## config.mk

```make
export PLATFORM = sky130hd
export DESIGN_NAME = ict_core
export DESIGN_NICKNAME = d
export VERILOG_FILES = /design/src/ict_pkg.sv /design/src/ict_core.sv
export SDC_FILE = /design/constraint.sdc
export NUM_CORES = 1
export LEC_CHECK = 0
export ABC_CLOCK_PERIOD_IN_PS = 6900
export BUFFER_PORTS_ARGS = -buffer_cell sky130_fd_sc_hd__buf_2
export CAP_MARGIN = 10
export CORE_UTILIZATION = 55
export CTS_BUF_LIST = sky130_fd_sc_hd__clkbuf_4 sky130_fd_sc_hd__clkbuf_8 sky130_fd_sc_hd__clkbuf_16
export CTS_CLUSTER_SIZE = 14
export DETAILED_ROUTE_END_ITERATION = 7
export GPL_TIMING_DRIVEN = 0
export PLACE_DENSITY = 0.71
export SYNTH_ARGS = -nofsm -noshare
export SYNTH_HDL_FRONTEND = slang
export SYNTH_SLANG_ARGS = --single-unit
```

## constraint.sdc

```tcl
create_clock -name sys_clk -period 6.9 [get_ports sys_clk]
set_input_delay 0.69 -clock sys_clk [delete_from_list [all_inputs] [get_ports sys_clk]]
set_output_delay 0.69 -clock sys_clk [all_outputs]
set_load 0.02 [all_outputs]
```

## src/ict_pkg.sv

```systemverilog
package ict_pkg;

  // bus cycle kinds shown on each memory bus
  typedef enum logic [2:0]
  {
    cyc_none = 3'h0,
    cyc_n    = 3'h1,
    cyc_s    = 3'h2,
    cyc_i    = 3'h3,
    cyc_c    = 3'h4
  } ict_cyc_type;

  // instruction classes
  typedef enum logic [3:0]
  {
    op_data_op        = 4'h0,
    op_single_load    = 4'h1,
    op_single_store   = 4'h2,
    op_block_load     = 4'h3,
    op_block_store    = 4'h4,
    op_atomic_swap    = 4'h5,
    op_branch         = 4'h6,
    op_copro_data_op  = 4'h7,
    op_copro_xfer     = 4'h8,
    op_core_to_copro  = 4'h9,
    op_copro_to_core  = 4'ha,
    op_status_read    = 4'hb,
    op_status_write   = 4'hc,
    op_multiply       = 4'hd,
    op_long_multiply  = 4'he
  } ict_op_type;

  localparam int CNT_W  = 6;
  localparam int NREG_W = 5;

  // early termination boundaries of the multiplier operand
  localparam int M_LSB1 = 8;
  localparam int M_LSB2 = 16;
  localparam int M_LSB3 = 24;

  // fixed cycle figures
  localparam int PC_TAIL_I    = 4;
  localparam int PC_REFILL_S  = 2;
  localparam int MUL_BASE     = 2;
  localparam int LMUL_BASE    = 3;
  localparam int STATUS_SLOW  = 3;

  typedef struct packed
  {
    ict_op_type        op;
    logic              pc_dest;
    logic              reg_shift;
    logic              next_uses;
    logic              narrow;
    logic              flags_only;
    logic              signed_mul;
    logic [NREG_W-1:0] nregs;
    logic [31:0]       mul_operand;
  } ict_desc_type;

  typedef struct packed
  {
    ict_cyc_type      typ;
    logic [CNT_W-1:0] cnt;
  } ict_seg_type;

  typedef struct packed
  {
    ict_seg_type [2:0] seg;
  } ict_plan_type;

  typedef struct packed
  {
    ict_cyc_type ibus;
    ict_cyc_type dbus;
  } ict_bus_type;

  localparam ict_plan_type PLAN_RESET = '0;
  localparam ict_bus_type  BUS_RESET  = '{ibus: cyc_none, dbus: cyc_none};

endpackage

```

## src/ict_core.sv

```systemverilog
`timescale 1ns/1ns

// What this block does
// RULE1: plain data op: one cycle, S fetch, I data.
// RULE2: register shift data op: two cycles, S then I fetch.
// RULE3: data op writing pc: 2S+1N, plus 1I with register shift.
// RULE4: single load, result unused next: one cycle, S fetch, N data.
// RULE5: word used next: one interlock cycle, I on both buses.
// RULE6: byte, halfword or unaligned used next: two interlock cycles.
// RULE7: single load to pc: five cycles, 2S+2I+1N fetch, 1N+4I data.
// RULE8: block load of one register: 1S+1I on both buses.
// RULE9: block load of n registers: n cycles, data 1N then (n-1)S.
// RULE10: block load with pc: n+4 cycles, data ends in four I cycles.
// RULE11: block store: one register 1N+1I, else 1N+(n-1)S data.
// RULE12: swap: two N data cycles, extra I when the result is used next.
// RULE13: copro to core move: b+1, b+2 when used, b+3 to pc.
// RULE14: status write of flags only: one cycle, one S fetch.
// RULE15: other status writes: three cycles, 1S+2I fetch.
// RULE16: multiply 2+m cycles, long forms 3+m, data all I.
// RULE17: coprocessor busy-wait adds b cycles; data op b+1, transfers b+n.
// RULE18: core-coprocessor register moves show b I, plus the RULE13 internal cycles, then one C cycle.
// RULE19: fetches halt while an interlock holds the pipeline.
// RULE20: m from sign extension (zero extension when unsigned) of operand bits 31:8, 31:16, 31:24.
// RULE21: branches, swi, undefined take 2S+1N; single store one cycle.
module ict_core
(
  // clock and reset
  input  wire logic                  sys_clk,
  input  wire logic                  rst_n,
  // instruction issue
  input  wire logic                  issue_valid,
  input  wire ict_pkg::ict_desc_type issue_desc,
  output logic                       issue_ready,
  // coprocessor handshake
  input  wire logic                  copro_busy,
  // bus activity
  output ict_pkg::ict_bus_type       bus_cycle,
  output logic                       fetch_active,
  output logic                       last_cycle
);
  ////////////////////////////////////////////////////////////////////////////
  typedef enum logic [2:0]
  {
    st_idle = 3'b001,
    st_wait = 3'b010,
    st_run  = 3'b100
  } ict_state_type;

  ict_state_type         state_reg;
  ict_state_type         state_next;
  ict_pkg::ict_plan_type ip_reg;
  ict_pkg::ict_plan_type ip_next;
  ict_pkg::ict_plan_type dp_reg;
  ict_pkg::ict_plan_type dp_next;
  ict_pkg::ict_bus_type  bus_reg;
  ict_pkg::ict_bus_type  bus_next;
  logic                  last_reg;
  logic                  last_next;

  ////////////////////////////////////////////////////////////////////////////
  function automatic ict_pkg::ict_plan_type mk(ict_pkg::ict_cyc_type t0, int c0,
                                               ict_pkg::ict_cyc_type t1, int c1,
                                               ict_pkg::ict_cyc_type t2, int c2);
    ict_pkg::ict_plan_type p;
    p.seg[0].typ = t0;
    p.seg[0].cnt = ict_pkg::CNT_W'(c0);
    p.seg[1].typ = t1;
    p.seg[1].cnt = ict_pkg::CNT_W'(c1);
    p.seg[2].typ = t2;
    p.seg[2].cnt = ict_pkg::CNT_W'(c2);
    return p;
  endfunction
  // RULE20: early termination count
  function automatic int mul_m(logic [31:0] x, logic sgn);
    logic e1;
    logic e2;
    logic e3;
    e1 = ~|x[31:ict_pkg::M_LSB1] | (sgn & (&x[31:ict_pkg::M_LSB1]));
    e2 = ~|x[31:ict_pkg::M_LSB2] | (sgn & (&x[31:ict_pkg::M_LSB2]));
    e3 = ~|x[31:ict_pkg::M_LSB3] | (sgn & (&x[31:ict_pkg::M_LSB3]));
    return e1 ? 1 : (e2 ? 2 : (e3 ? 3 : 4));
  endfunction
  function automatic logic is_copro(ict_pkg::ict_op_type op);
    return (op == ict_pkg::op_copro_data_op) || (op == ict_pkg::op_copro_xfer) ||
           (op == ict_pkg::op_core_to_copro) || (op == ict_pkg::op_copro_to_core);
  endfunction
  // lowest non-empty segment gives this cycle's kind
  function automatic ict_pkg::ict_cyc_type front(ict_pkg::ict_plan_type p);
    for (int k = 0; k < 3; k++)
      if (p.seg[k].cnt != '0)
        return p.seg[k].typ;
    return ict_pkg::cyc_none;
  endfunction
  function automatic ict_pkg::ict_plan_type pop(ict_pkg::ict_plan_type p);
    ict_pkg::ict_plan_type q;
    logic                  hit;
    q = p;
    hit = 1'b0;
    for (int k = 0; k < 3; k++)
      if (!hit && p.seg[k].cnt != '0)
      begin
        q.seg[k].cnt = p.seg[k].cnt - 1'b1;
        hit = 1'b1;
      end
    return q;
  endfunction
  ////////////////////////////////////////////////////////////////////////////
  // plans for instruction bus and data bus; copro busy cycles come on top
  ict_pkg::ict_plan_type dec_ip;
  ict_pkg::ict_plan_type dec_dp;
  always_comb
  begin
    int n;
    int m;
    n = int'(issue_desc.nregs);
    // empty register list counts as one word, so no count wraps
    if (n == 0)
      n = 1;
    m = mul_m(issue_desc.mul_operand, issue_desc.signed_mul);
    dec_ip = ict_pkg::PLAN_RESET;
    dec_dp = ict_pkg::PLAN_RESET;
    unique case (issue_desc.op)
      ict_pkg::op_data_op:
      begin
        // RULE3: pc write refills the pipe
        if (issue_desc.pc_dest)
        begin
          dec_ip = mk(ict_pkg::cyc_s, ict_pkg::PC_REFILL_S, ict_pkg::cyc_n, 1,
                      ict_pkg::cyc_i, issue_desc.reg_shift ? 1 : 0);
          dec_dp = mk(ict_pkg::cyc_i, issue_desc.reg_shift ? 4 : 3,
                      ict_pkg::cyc_none, 0, ict_pkg::cyc_none, 0);
        end
        else
        begin
          // RULE1: single cycle
          // RULE2: shift by register adds one I
          dec_ip = mk(ict_pkg::cyc_s, 1, ict_pkg::cyc_i, issue_desc.reg_shift ? 1 : 0,
                      ict_pkg::cyc_none, 0);
          dec_dp = mk(ict_pkg::cyc_i, issue_desc.reg_shift ? 2 : 1,
                      ict_pkg::cyc_none, 0, ict_pkg::cyc_none, 0);
        end
      end
      ict_pkg::op_single_load:
      begin
        if (issue_desc.pc_dest)
        begin
          // RULE7: load to pc
          dec_ip = mk(ict_pkg::cyc_s, ict_pkg::PC_REFILL_S, ict_pkg::cyc_i, 2,
                      ict_pkg::cyc_n, 1);
          dec_dp = mk(ict_pkg::cyc_n, 1, ict_pkg::cyc_i, ict_pkg::PC_TAIL_I,
                      ict_pkg::cyc_none, 0);
        end
        else
        begin
          // RULE4: plain load
          // RULE5: word load-use interlock
          // RULE6: narrow load-use, two interlock cycles
          dec_ip = mk(ict_pkg::cyc_s, 1, ict_pkg::cyc_i,
                      issue_desc.next_uses ? (issue_desc.narrow ? 2 : 1) : 0,
                      ict_pkg::cyc_none, 0);
          dec_dp = mk(ict_pkg::cyc_n, 1, ict_pkg::cyc_i,
                      issue_desc.next_uses ? (issue_desc.narrow ? 2 : 1) : 0,
                      ict_pkg::cyc_none, 0);
        end
      end
      ict_pkg::op_block_load:
      begin
        if (issue_desc.pc_dest)
        begin
          // RULE10: n+4 cycles, four I cycles close the data side
          dec_ip = mk(ict_pkg::cyc_s, ict_pkg::PC_REFILL_S, ict_pkg::cyc_n, 1,
                      ict_pkg::cyc_i, n + 1);
          dec_dp = mk(ict_pkg::cyc_n, 1, ict_pkg::cyc_s, n - 1,
                      ict_pkg::cyc_i, ict_pkg::PC_TAIL_I);
        end
        else if (n <= 1)
        begin
          // RULE8: one register
          dec_ip = mk(ict_pkg::cyc_s, 1, ict_pkg::cyc_i, 1, ict_pkg::cyc_none, 0);
          dec_dp = mk(ict_pkg::cyc_s, 1, ict_pkg::cyc_i, 1, ict_pkg::cyc_none, 0);
        end
        else
        begin
          // RULE9: n transfers, burst after one N
          dec_ip = mk(ict_pkg::cyc_s, 1, ict_pkg::cyc_i, n - 1, ict_pkg::cyc_none, 0);
          dec_dp = mk(ict_pkg::cyc_n, 1, ict_pkg::cyc_s, n - 1, ict_pkg::cyc_none, 0);
        end
      end
      ict_pkg::op_block_store:
      begin
        // RULE11: single register adds an I, else a burst
        dec_ip = mk(ict_pkg::cyc_s, 1, ict_pkg::cyc_i, (n <= 1) ? 1 : n - 1,
                    ict_pkg::cyc_none, 0);
        dec_dp = (n <= 1) ?
                 mk(ict_pkg::cyc_n, 1, ict_pkg::cyc_i, 1, ict_pkg::cyc_none, 0) :
                 mk(ict_pkg::cyc_n, 1, ict_pkg::cyc_s, n - 1, ict_pkg::cyc_none, 0);
      end
      ict_pkg::op_atomic_swap:
      begin
        // RULE12: read then write, both N
        dec_ip = mk(ict_pkg::cyc_s, 1, ict_pkg::cyc_i, issue_desc.next_uses ? 2 : 1,
                    ict_pkg::cyc_none, 0);
        dec_dp = mk(ict_pkg::cyc_n, 2, ict_pkg::cyc_i, issue_desc.next_uses ? 1 : 0,
                    ict_pkg::cyc_none, 0);
      end
      ict_pkg::op_branch:
      begin
        // RULE21: branch class refills the pipe
        dec_ip = mk(ict_pkg::cyc_s, ict_pkg::PC_REFILL_S, ict_pkg::cyc_n, 1,
                    ict_pkg::cyc_none, 0);
        dec_dp = mk(ict_pkg::cyc_i, 3, ict_pkg::cyc_none, 0, ict_pkg::cyc_none, 0);
      end
      ict_pkg::op_copro_data_op:
      begin
        // RULE17: b+1 with busy cycles added in st_wait
        dec_ip = mk(ict_pkg::cyc_s, 1, ict_pkg::cyc_none, 0, ict_pkg::cyc_none, 0);
        dec_dp = mk(ict_pkg::cyc_i, 1, ict_pkg::cyc_none, 0, ict_pkg::cyc_none, 0);
      end
      ict_pkg::op_copro_xfer:
      begin
        // RULE17: b+n for copro load and store
        dec_ip = mk(ict_pkg::cyc_s, 1, ict_pkg::cyc_i, n - 1, ict_pkg::cyc_none, 0);
        dec_dp = mk(ict_pkg::cyc_n, 1, ict_pkg::cyc_s, n - 1, ict_pkg::cyc_none, 0);
      end
      ict_pkg::op_core_to_copro,
      ict_pkg::op_copro_to_core:
      begin
        // RULE13: use or pc target adds internal cycles
        // RULE18: transfer is one C cycle after the I cycles
        m = 0;
        if (issue_desc.op == ict_pkg::op_copro_to_core)
          m = issue_desc.pc_dest ? 2 : (issue_desc.next_uses ? 1 : 0);
        dec_ip = mk(ict_pkg::cyc_s, 1, ict_pkg::cyc_i, m, ict_pkg::cyc_none, 0);
        dec_dp = mk(ict_pkg::cyc_i, m, ict_pkg::cyc_c, 1, ict_pkg::cyc_none, 0);
      end
      ict_pkg::op_status_write:
      begin
        // RULE14: flags only, one cycle
        // RULE15: other fields, three cycles
        dec_ip = mk(ict_pkg::cyc_s, 1, ict_pkg::cyc_i,
                    issue_desc.flags_only ? 0 : ict_pkg::STATUS_SLOW - 1,
                    ict_pkg::cyc_none, 0);
        dec_dp = mk(ict_pkg::cyc_i, issue_desc.flags_only ? 1 : ict_pkg::STATUS_SLOW,
                    ict_pkg::cyc_none, 0, ict_pkg::cyc_none, 0);
      end
      ict_pkg::op_multiply,
      ict_pkg::op_long_multiply:
      begin
        // RULE16: 2+m or 3+m, data bus idle throughout
        n = (issue_desc.op == ict_pkg::op_long_multiply) ? ict_pkg::LMUL_BASE
                                                         : ict_pkg::MUL_BASE;
        dec_ip = mk(ict_pkg::cyc_s, 1, ict_pkg::cyc_i, n + m - 1, ict_pkg::cyc_none, 0);
        dec_dp = mk(ict_pkg::cyc_i, n + m, ict_pkg::cyc_none, 0, ict_pkg::cyc_none, 0);
      end
      default:
      begin
        // RULE21: single store and status read, one cycle
        dec_ip = mk(ict_pkg::cyc_s, 1, ict_pkg::cyc_none, 0, ict_pkg::cyc_none, 0);
        dec_dp = mk((issue_desc.op == ict_pkg::op_single_store) ? ict_pkg::cyc_n
                                                                : ict_pkg::cyc_i,
                    1, ict_pkg::cyc_none, 0, ict_pkg::cyc_none, 0);
      end
    endcase
  end

  ////////////////////////////////////////////////////////////////////////////
  // sequencer; one pop per cycle keeps both buses in step
  ict_pkg::ict_plan_type src_ip;
  ict_pkg::ict_plan_type src_dp;
  ict_pkg::ict_plan_type rem_ip;
  ict_pkg::ict_plan_type rem_dp;
  logic                  accept;
  logic                  waiting;
  assign issue_ready = (state_reg == st_idle);
  assign accept      = issue_ready && issue_valid;
  assign src_ip      = accept ? dec_ip : ip_reg;
  assign src_dp      = accept ? dec_dp : dp_reg;
  assign waiting     = (accept && is_copro(issue_desc.op)) || (state_reg == st_wait);
  assign rem_ip      = pop(src_ip);
  assign rem_dp      = pop(src_dp);
  always_comb
  begin
    state_next = state_reg;
    ip_next    = ip_reg;
    dp_next    = dp_reg;
    bus_next   = ict_pkg::BUS_RESET;
    last_next  = 1'b0;
    // RULE17: busy-wait stretches with I cycles on both buses
    if (waiting && copro_busy)
    begin
      state_next    = st_wait;
      ip_next       = src_ip;
      dp_next       = src_dp;
      bus_next.ibus = ict_pkg::cyc_i;
      bus_next.dbus = ict_pkg::cyc_i;
    end
    else if (accept || state_reg != st_idle)
    begin
      bus_next.ibus = front(src_ip);
      bus_next.dbus = front(src_dp);
      ip_next       = rem_ip;
      dp_next       = rem_dp;
      state_next    = st_run;
      if (front(rem_ip) == ict_pkg::cyc_none && front(rem_dp) == ict_pkg::cyc_none)
      begin
        state_next = st_idle;
        last_next  = 1'b1;
      end
    end
  end
  always_ff @(posedge sys_clk or negedge rst_n)
  begin
    if (!rst_n)
    begin
      state_reg <= st_idle;
      ip_reg    <= ict_pkg::PLAN_RESET;
      dp_reg    <= ict_pkg::PLAN_RESET;
      bus_reg   <= ict_pkg::BUS_RESET;
      last_reg  <= 1'b0;
    end
    else
    begin
      state_reg <= state_next;
      ip_reg    <= ip_next;
      dp_reg    <= dp_next;
      bus_reg   <= bus_next;
      last_reg  <= last_next;
    end
  end

  ////////////////////////////////////////////////////////////////////////////
  assign bus_cycle  = bus_reg;
  assign last_cycle = last_reg;
  // RULE19: interlock and internal cycles stop fetching
  assign fetch_active = (bus_reg.ibus == ict_pkg::cyc_s) || (bus_reg.ibus == ict_pkg::cyc_n);
endmodule // ict_core

```

==> impl_metrics.yaml <==
cells_and_area:
  stdcell_count: 911
  layout_commonest_cell: "nand2_1"
  final_cell_mix: "76 x nand2_1, 67 x nor2_1, 63 x dfrtp_1"
  area_delta_synth_final_pct: 11.5
  diodes: 0
  fin_nets: 840
  drive_gt1_share_pct: 14.5
die:
  coreArea_mm2: 0.00986
  start_util_pct: 57.4
  dieWidth_um: 103
  die_y_um: 103
  dieArea_mm2: 0.0107
  rows: 36
  ios: 60
routing:
  vias: 6292
  dr.pass1.iters: 5
  via_per_inst: 6.91
  wl_um: 20600
  drc: 0
  ant_nets: 0
  drtIter0Drc: 604
  wl_per_cell_um: 22.6
placement:
  dp_slack_ns: -0.0446
  place_inst: 895
  dpl.hpwl_um: 15000
  gp_congestion: 0.977
  port_buffers: 48
clock_tree:
  cts_made_buffers: 9
  post_cts_buffers: 0
  clk_path_buf_depth: 2
  cts.clk_slew.worst_paths_ns: 0.08
  cts_root_buffer: "clkbuf_8"
  htree_levels: 3
  cts_hold_buffers: 0
  clk_latency_ns: 0.35
  cts_sinks: 64
  cts_tree: "yes"
  cts-resized-gates: 0
sta:
  tns_ns: 0
  worst_slack_ns: 0.269
  rsz0062_at_grt: "false"
  fin_crit_sh_pct: 96.1
  finalHoldViolCount: 0
  max_freq_mhz: 151
  tightest_slew_ns: 1.15
  finalClockSkew_ns: 0.0158
  slew_headroom_pct: 23.0
  timing.final.max_slew_violations: 0
  period_minus_slack_ns: 6.63
  setup_viol: 0
yosys:
  ys.flop_type: "dfrtp_1"
  synthesis.instances: 714
  synthArstFlopShare_pct: 100
  synth_largest_area_cell: "dfrtp_1"
  syn_area_per_cell_um2: 7.93
  syn_nets: 781
  ys_seq_area_share_pct: 28.3
  yosysWarningCount: 0
  synth_edf_count: 0
  synth_area_mm2: 0.00566
  synth.distinct_cells: 89
  synth_top_area_share_pct: 27.8
  synth_area_leaders: "dfrtp_1 28%, nand2_1 5.0%, o21ai_0 4.5%, nor2_1 4.4%, ha_1 3.5%"
  synth_seq_cells: 64
flow_run:
  max_cap_viol_count: 0
global_routing:
  grt_max_degree: 65
  grt_pass1_wl_um: 30800
  grt_pass1_vias: 5927
  grt_util_all_layers_pct: 39.2
  antenna_found_initial: 0
  grt-ovfl-total: 0
power:
  peakVddDrop_mv: 0.209
  p_leak_nw: 2.67
  power_density_mw_per_mm2: 332
hold_path:
  hp-class: "in2async"
critical_path:
  crit_start: "issue_valid"
  r2r_start: "state_reg[1]"
  cp-endpoint: "state_reg[0]"
  criticalPathCategory: "in2reg"
  cp.required_ns: 7.15
  worstReg2RegEnd: "state_reg[0]"
  r2r_setup_slack_ns: 0.36
  crit_fanout: 10
  arrival_ns: 6.88
  start_kind: "input pin"
  endpoint_kind: "flop"
  reg2reg_depth: 17
run_status:
  status: "finished clean"
==> logic make-up (layout without fill, tap and decap cells) <==
| kind of cell | after synthesis | after routing | synth area share (%) |
|---|---|---|---|
| AO/OA/AOI/OAI | 226 | 226 | 28.7 |
| XOR/XNOR | 15 | 15 | 2.45 |
| adder cells (fa/ha/maj) | 16 | 16 | 3.53 |
| buffers and inverters | 68 | 132 | 5.35 |
| flip-flops | 64 | 64 | 28.3 |
| multiplexers | 16 | 16 | 2.94 |
| AND/OR/NAND/NOR | 309 | 309 | 28.7 |
==> power breakdown <==
group,internal (W),switching (W)
registers,0.000510,0.000103
clock network,0.000243,0.000161
logic,0.000421,0.000655
total,0.00117,0.000919
==> final cells by class <==
type | instances | area (µm²)
Multi-Input combinational cell | 582 | 3760
Clock inverter | 6 | 108
Buffer | 45 | 218
Sequential cell | 64 | 1600
Tap cell | 133 | 166
Inverter | 23 | 86.3
Timing Repair Buffer | 48 | 243
Clock buffer | 10 | 131
Fill cell | 875 | 3550
==> Yosys cell counts, types with 9 or more instances <==
cell type	instances
a211oi_1	10
a21oi_1	34
a22oi_1	9
and2_1	14
and3_1	10
buf_2	11
clkbuf_1	23
dfrtp_1	63
ha_1	16
inv_1	21
mux2i_1	13
nand2_1	76
nand3_1	27
nand4_1	10
nor2_1	67
nor3_1	28
nor4_1	15
o211ai_1	12
o21a_1	10
o21ai_0	51
o31ai_1	13
==> worst min path at each step <==
stage / slack (ns) / to / startpoint
after floorplan: 0.39 / bus_cycle[0] / rst_n
after global placement: 0.47 / dp_reg[9] / dp_reg[9]
after detailed placement: 0.47 / dp_reg[16] / dp_reg[16]
after CTS: 0.47 / dp_reg[10] / rst_n
after global routing: 0.52 / dp_reg[10] / rst_n
final: 0.44 / ip_reg[21] / rst_n
==> metal layers <==
layer	routed length [µm]	up-vias	track usage [%]
met5	0	-	0
met1	8310	3014	49.6
met4	874	0	19.5
li1	-	2813	-
met3	2080	74	10.3
met2	9370	391	61.9
==> stage by stage <==
step           total power [W]  area [µm²]  hold WS [ns]  utilization (%)
2_1_floorplan          0.00138        5660         0.394                -
3_3_place_gp           0.00161        6070         0.469             61.5
3_5_place_dp           0.00165        6070         0.474             61.6
4_1_cts                0.00206        6310         0.472             64.0
5_1_grt                0.00222        6310         0.518             64.0
6_report               0.00209        6310         0.445             64.0
==> worst max-delay path, cell delays in order <==
cell and delay [ns]:
buf_2 0.16, nand4bb_1 0.20, clkbuf_1 0.55, clkbuf_1 0.48
clkbuf_2 0.42, buf_1 0.51, clkbuf_1 0.60, clkbuf_1 0.48
nand2_1 0.18, ha_1 0.31, a211oi_1 0.24, a21oi_1 0.11
or4_4 0.48, or4_4 0.47, o41a_1 0.35, o2111ai_1 0.21
nand3_1 0.15, o31ai_1 0.26
Note: power is estimated with default switching activity, not from simulation.
